File: config.mk
export PLATFORM = sky130hd
export DESIGN_NAME = ocsr_ctrl_flat
export DESIGN_NICKNAME = d
export VERILOG_FILES = /design/src/verilog/ocsr_pkg.sv /design/src/verilog/ocsr_link_if.sv /design/src/verilog/ocsr_ctrl.sv /design/src/flat_wrapper.sv
export SDC_FILE = /design/constraint.sdc
export NUM_CORES = 1
export LEC_CHECK = 0
export BUFFER_PORTS_ARGS = -buffer_cell sky130_fd_sc_hd__buf_2
export CAP_MARGIN = 20
export CORE_MARGIN = 5
export CORE_UTILIZATION = 46
export DETAILED_ROUTE_END_ITERATION = 10
export PLACE_DENSITY_LB_ADDON = 0.3
export SYNTH_ARGS = -nofsm -noshare
export SYNTH_HDL_FRONTEND = slang
export SYNTH_SLANG_ARGS = --single-unit
File: constraint.sdc
create_clock -name hclk -period 2.3 [get_ports hclk]
set_input_delay 0.23 -clock hclk [delete_from_list [all_inputs] [get_ports hclk]]
set_output_delay 0.23 -clock hclk [all_outputs]
set_load 0.01 [all_outputs]
File: src/verilog/ocsr_pkg.sv
package ocsr_pkg;
    localparam int CLK_PERIOD_NS = 10;
    // realign delays in sampling clock cycles after first edge following release
    localparam int REALIGN_CYC_90 = 4;
    localparam int REALIGN_CYC_0 = 5;
    localparam int RESTART_DLY_CYC = 2;
    localparam int MIN_PULSE_NS = 40;
    localparam int MIN_PULSE_CYC = (MIN_PULSE_NS + CLK_PERIOD_NS - 1) / CLK_PERIOD_NS;
    localparam int DEMUX_DIV = 4;
    localparam logic [3:0] DEMUX_PHASE_RST = 4'h0;
    // controller register offsets
    localparam logic [7:0] REG_CTRL = 8'h00;
    localparam logic [7:0] REG_STAT = 8'h04;
    localparam int CTRL_GO_BIT = 0;
    localparam int CTRL_PHASE_BIT = 1;
    localparam int CTRL_ECM_BIT = 2;
    localparam int CTRL_DEMUX_BIT = 3;
    localparam int STAT_BUSY_BIT = 0;
    localparam int STAT_SYNCED_BIT = 1;
    localparam int STAT_CNT_LSB = 8;
endpackage
File: src/verilog/ocsr_link_if.sv
`timescale 1ns/1ps
interface ocsr_link_if;
    logic out_clock_reset_in;
    logic extended_control_mode;
    logic data_clock_phase_select;
    logic demux_mode;
    logic first_channel_out_clock;
    logic second_channel_out_clock;
    modport device (
        input out_clock_reset_in,
        input extended_control_mode,
        input data_clock_phase_select,
        input demux_mode,
        output first_channel_out_clock,
        output second_channel_out_clock
    );
    modport ctrl (
        output out_clock_reset_in,
        output extended_control_mode,
        output data_clock_phase_select,
        output demux_mode,
        input first_channel_out_clock,
        input second_channel_out_clock
    );
endinterface

File: src/verilog/ocsr_ctrl.sv
`timescale 1ns/1ps
module ocsr_ctrl (
    input wire logic hclk,
    input wire logic hresetn,
    input wire logic hsel,
    input wire logic [31:0] haddr,
    input wire logic [1:0] htrans,
    input wire logic hwrite,
    input wire logic [2:0] hsize,
    input wire logic [31:0] hwdata,
    input wire logic hready,
    output logic [31:0] hrdata,
    output logic hreadyout,
    output logic hresp,
    ocsr_link_if.ctrl link
);
    typedef enum logic [1:0] {OCSR_IDLE, OCSR_PULSE, OCSR_GAP} ocsr_seq_e;
    ocsr_seq_e seq_r;
    logic ph_r, ecm_r, demux_r, go_r, rst_r;
    logic wr_pend_r;
    logic [7:0] addr_r;
    logic [7:0] cnt_r;
    logic [7:0] pulses_r;
    logic pair_left_r;

    always_ff @(posedge hclk or negedge hresetn) begin
        if (!hresetn) begin
            wr_pend_r <= 1'b0;
            addr_r <= 8'h00;
        end else begin
            wr_pend_r <= hsel & hready & htrans[1] & hwrite;
            if (hsel & hready & htrans[1]) begin
                addr_r <= haddr[7:0];
            end
        end
    end

    // throwaway pulse then synchronising pulse on each go that arrives while the sequencer is in OCSR_IDLE
    always_ff @(posedge hclk or negedge hresetn) begin
        if (!hresetn) begin
            ph_r <= 1'b0;
            ecm_r <= 1'b0;
            demux_r <= 1'b0;
            go_r <= 1'b0;
        end else begin
            go_r <= 1'b0;
            if (wr_pend_r && addr_r == ocsr_pkg::REG_CTRL) begin
                go_r <= hwdata[ocsr_pkg::CTRL_GO_BIT];
                ph_r <= hwdata[ocsr_pkg::CTRL_PHASE_BIT];
                ecm_r <= hwdata[ocsr_pkg::CTRL_ECM_BIT];
                demux_r <= hwdata[ocsr_pkg::CTRL_DEMUX_BIT];
            end
        end
    end

    always_ff @(posedge hclk or negedge hresetn) begin
        if (!hresetn) begin
            seq_r <= OCSR_IDLE;
            rst_r <= 1'b0;
            cnt_r <= 8'h00;
            pair_left_r <= 1'b0;
            pulses_r <= 8'h00;
        end else begin
            unique case (seq_r)
                OCSR_IDLE: begin
                    if (go_r) begin
                        seq_r <= OCSR_PULSE;
                        rst_r <= 1'b1;
                        pair_left_r <= 1'b1;
                        cnt_r <= 8'(ocsr_pkg::MIN_PULSE_CYC + 3);
                    end
                end
                OCSR_PULSE: begin
                    if (cnt_r == 8'h01) begin
                        seq_r <= OCSR_GAP;
                        rst_r <= 1'b0;
                        pulses_r <= pulses_r + 8'h01;
                        cnt_r <= 8'(ocsr_pkg::REALIGN_CYC_0 + ocsr_pkg::RESTART_DLY_CYC + 8);
                    end else begin
                        cnt_r <= cnt_r - 8'h01;
                    end
                end
                OCSR_GAP: begin
                    if (cnt_r != 8'h01) begin
                        cnt_r <= cnt_r - 8'h01;
                    end else if (pair_left_r) begin
                        pair_left_r <= 1'b0;
                        seq_r <= OCSR_PULSE;
                        rst_r <= 1'b1;
                        cnt_r <= 8'(ocsr_pkg::MIN_PULSE_CYC + 3);
                    end else begin
                        seq_r <= OCSR_IDLE;
                    end
                end
                default: seq_r <= OCSR_IDLE;
            endcase
        end
    end

    always_ff @(posedge hclk or negedge hresetn) begin
        if (!hresetn) begin
            hrdata <= 32'h0;
        end else if (hsel & hready & htrans[1] & ~hwrite) begin
            hrdata <= 32'h0;
            if (haddr[7:0] == ocsr_pkg::REG_CTRL) begin
                hrdata[ocsr_pkg::CTRL_PHASE_BIT] <= ph_r;
                hrdata[ocsr_pkg::CTRL_ECM_BIT] <= ecm_r;
                hrdata[ocsr_pkg::CTRL_DEMUX_BIT] <= demux_r;
            end else if (haddr[7:0] == ocsr_pkg::REG_STAT) begin
                hrdata[ocsr_pkg::STAT_BUSY_BIT] <= (seq_r != OCSR_IDLE) | go_r;
                hrdata[ocsr_pkg::STAT_SYNCED_BIT] <= (pulses_r > 8'h01);
                hrdata[ocsr_pkg::STAT_CNT_LSB +: 8] <= pulses_r;
            end
        end
    end

    assign hreadyout = 1'b1;
    assign hresp = 1'b0;
    assign link.out_clock_reset_in = rst_r;
    assign link.extended_control_mode = ecm_r;
    assign link.data_clock_phase_select = ph_r;
    assign link.demux_mode = demux_r;
endmodule

File: src/flat_wrapper.sv
// flat-port wrapper written by rule: the top's interface ports become plain ports
module ocsr_ctrl_flat 
  (hclk, hresetn, hsel, haddr, htrans, hwrite, hsize, hwdata, hready, hrdata, hreadyout, hresp, link_out_clock_reset_in, link_extended_control_mode, link_data_clock_phase_select, link_demux_mode, link_first_channel_out_clock, link_second_channel_out_clock);
  ocsr_link_if link_i ();
  input wire logic hclk;
  input wire logic hresetn;
  input wire logic hsel;
  input wire logic [31:0] haddr;
  input wire logic [1:0] htrans;
  input wire logic hwrite;
  input wire logic [2:0] hsize;
  input wire logic [31:0] hwdata;
  input wire logic hready;
  output logic [31:0] hrdata;
  output logic hreadyout;
  output logic hresp;
  output wire logic [$bits(link_i.out_clock_reset_in)-1:0] link_out_clock_reset_in;
  output wire logic [$bits(link_i.extended_control_mode)-1:0] link_extended_control_mode;
  output wire logic [$bits(link_i.data_clock_phase_select)-1:0] link_data_clock_phase_select;
  output wire logic [$bits(link_i.demux_mode)-1:0] link_demux_mode;
  input wire logic [$bits(link_i.first_channel_out_clock)-1:0] link_first_channel_out_clock;
  input wire logic [$bits(link_i.second_channel_out_clock)-1:0] link_second_channel_out_clock;
  assign link_out_clock_reset_in = link_i.out_clock_reset_in;
  assign link_extended_control_mode = link_i.extended_control_mode;
  assign link_data_clock_phase_select = link_i.data_clock_phase_select;
  assign link_demux_mode = link_i.demux_mode;
  assign link_i.first_channel_out_clock = link_first_channel_out_clock;
  assign link_i.second_channel_out_clock = link_second_channel_out_clock;
  ocsr_ctrl u_core (.hclk(hclk), .hresetn(hresetn), .hsel(hsel), .haddr(haddr), .htrans(htrans), .hwrite(hwrite), .hsize(hsize), .hwdata(hwdata), .hready(hready), .hrdata(hrdata), .hreadyout(hreadyout), .hresp(hresp), .link(link_i));
endmodule
==> impl_metrics.env <==
export IMPL_holdCritPathClass="in2reg"
export IMPL_fmax_mhz=532
export IMPL_fin_tns_setup_ns=0
export IMPL_cts_htree_levels=2
export IMPL_stdcell_count=329
export IMPL_fp_dieH_um=81.8
export IMPL_totalWireLength_um=4220
export IMPL_post_cts_buffers=0
export IMPL_synth_area_top_cells="dfrtp_1 (48%), buf_4 (7.0%), ha_1 (5.3%)"
export IMPL_finalCriticalPeriod_ns=1.88
export IMPL_area_growth_pct=13.2
export IMPL_num_rows=26
export IMPL_io_pins=114
export IMPL_synth_common_cells="dfrtp_1 (45), buf_4 (22), a22o_1 (13)"
export IMPL_hpwlAfterDp_um=3290
export IMPL_grt_pass1_wl_um=7170
export IMPL_reg2reg_setup_slack_ns=0.42
export IMPL_drive_gt1_share_pct=24.7
export IMPL_dp_cells=320
export IMPL_drc=0
export IMPL_synth_async_reset_ratio_pct=100
export IMPL_grt_max_degree=25
export IMPL_slew_headroom_pct=58.1
export IMPL_multiInputGateArea_mm2=0.00109
export IMPL_overflow=0
export IMPL_setup_violations_final=0
export IMPL_die_area_mm2=0.00669
export IMPL_syn_area_mm2=0.00237
export IMPL_root_buffer="clkbuf_8"
export IMPL_routed_top_layer="met4"
export IMPL_cts_tree="built"
export IMPL_hold_buffers=1
export IMPL_required_ns=2.48
export IMPL_cts_sinks=45
export IMPL_leakagePower_nw=1.31
export IMPL_grt_setup_unrepaired="false"
export IMPL_combPwrFrac_pct=35.8
export IMPL_ys_seq_elements=45
export IMPL_path_class="reg2reg"
export IMPL_intPower_mw=1.66
export IMPL_status="finished, final reports clean"
export IMPL_dominantRegCellSynth="dfrtp_1"
export IMPL_n_antenna_cell=0
export IMPL_vdd_drop_max_v=0.000406
export IMPL_fin_crit_sh_pct=81.8
export IMPL_clk_latency_ns=0.29
export IMPL_portBuffers=33
export IMPL_final_area_mm2=0.00268
export IMPL_drtIter0Drc=45
export IMPL_maxSlewViolCount=0
export IMPL_yosys_warnings=0
export IMPL_cts_resized_gates=0
export IMPL_crit_fanout=10
export IMPL_clk_path_buf_depth=2
export IMPL_maxCapViolCount=0
export IMPL_cp_arrival_ns=2.07
export IMPL_first_global_vias=1526
export IMPL_netlist_instances=217
export IMPL_wl_met2_um=2020
export IMPL_hold_viol=0
export IMPL_ant_nets=0
export IMPL_start_util_pct=47.0
export IMPL_syn_avg_cell_area_um2=10.9
export IMPL_yosys_area_top_type_share_pct=47.5
export IMPL_track_usage_pct=13.7
export IMPL_seqPwrFrac_pct=40.8
export IMPL_place_congestion=0.777
export IMPL_fp_dieW_um=81.8
export IMPL_wl_met1_um=1950
export IMPL_nNetsFinal=344
export IMPL_vias=1635
export IMPL_clk_pin_slew_ns=0.08
export IMPL_yosysSeqAreaShare_pct=47.5
export IMPL_via_per_inst=4.97
export IMPL_core_mm2=0.00504
export IMPL_powerDensity_mw_per_mm2=963
export IMPL_synth_top_area_cell="dfrtp_1"
export IMPL_holdWs_ns=0.137
export IMPL_layout_area_seq_mm2=0.00113
export IMPL_clock_skew_ns=0.00538
export IMPL_met3_wirelength_um=184
export IMPL_synth_most_common_cell="dfrtp_1"
export IMPL_power_share_clock_pct=23.5
export IMPL_wire_per_inst_um=12.8
export IMPL_nFillCells=451
export IMPL_dr_pass1_iters=4
export IMPL_antenna_found_initial=0
export IMPL_worst_setup_path_start_kind="flip-flop"
export IMPL_synth_cell_types=48
export IMPL_p_sw_mw=0.921
export IMPL_max_slew_worst_pin_slew_ns=0.625
export IMPL_endpoint_kind="flip-flop"
export IMPL_p_sw_share_pct=35.6
export IMPL_dpl_cell_area_mm2=0.00256
export IMPL_numCtsBuffers=5
export IMPL_synth_edf_count=0
-- cells by family (layout without fill, tap and decap cells) --
logic type	after synthesis	in the layout	synth area share (%)
adder cells (fa/ha/maj)	10	10	5.28
XOR/XNOR	8	8	2.96
buffers and inverters	37	59	9.45
flip-flops	45	45	47.5
multiplexers	12	12	5.81
AO/OA/AOI/OAI	46	46	13.6
AND/OR/NAND/NOR	57	57	15.1
other	2	22	0.317
-- through the flow --
stage	util [%]	total power, mW	setup WS, ns
2_1_floorplan	-	1.74	0.493
3_3_place_gp	50.7	1.98	0.439
3_5_place_dp	50.7	2.00	0.434
4_1_cts	53.2	2.62	0.399
5_1_grt	53.2	2.78	0.300
6_report	53.2	2.58	0.419
-- worst max-delay path, stage by stage (launching register included) --
cell and delay [ns]:
dfrtp_1 0.41, inv_1 0.08, ha_1 0.15, or3b_2 0.54, nor2_8 0.19, nand2_2 0.09
mux2_4 0.31
-- power groups by stage --
stage	Sequential (mW)	Combinational, mW	Clock [mW]
2_1_floorplan	1.04	0.701	0
4_1_cts	1.05	0.932	0.631
6_report	1.05	0.924	0.607
3_3_place_gp	1.06	0.914	0
3_5_place_dp	1.07	0.929	0
5_1_grt	1.07	1.04	0.661
-- path summary, 6_finish.rpt --
check / startpoint / endpoint / depth (start not counted)
worst max-delay path: u_core.cnt_r[1] / u_core.pulses_r[1] / 6
worst max register to register: u_core.cnt_r[1] / u_core.pulses_r[1] / 6
min in group asynchronous: hresetn / u_core.link.extended_control_mode / 2
max in group asynchronous: hresetn / u_core.cnt_r[1] / 3
worst min-delay path: hwdata[0] / u_core.go_r / 3
worst min register to register: u_core.pulses_r[7] / u_core.pulses_r[7] / 1
-- layout make-up --
cell class | count | area share [%]
Tap cell | 70 | 3.26
Inverter | 12 | 1.68
Sequential cell | 45 | 42.0
Timing Repair Buffer | 39 | 7.93
Clock inverter | 1 | 1.12
Multi-Input combinational cell | 155 | 40.8
Clock buffer | 7 | 3.22
-- routing by layer --
layer / vias to the layer above / GRT usage [%]
met2: 29 / 21.6
met4: 0 / 4.98
met1: 780 / 18.9
met3: 5 / 2.63
li1: 821 / -
met5: - / 0
-- registers in the layout, indices dropped and copies added, names as in the netlist --
signal	flops
u_core.link.demux_mode	1
u_core.addr_r	8
u_core.go_r	1
u_core.link.extended_control_mode	1
u_core.link.data_clock_phase_select	1
u_core.seq_r	2
u_core.pulses_r	8
u_core.wr_pend_r	1
u_core.pair_left_r	1
u_core.hrdata	12
u_core.cnt_r	8
u_core.link.out_clock_reset_in	1
-- cell usage in the layout, fill, tap and decap left out, drive strengths merged, types with 5 or more instances in the layout --
cell type / count
inv: 12
ha: 10
a21oi: 7
nand3: 8
nor2: 10
xnor2: 6
dfrtp: 45
o21ai: 7
nand2: 8
a31oi: 6
conb: 22
mux2: 11
clkbuf: 7
buf: 38
a22o: 13
nor3: 6
nor4: 5
Note: power is estimated with default switching activity, not from simulation.
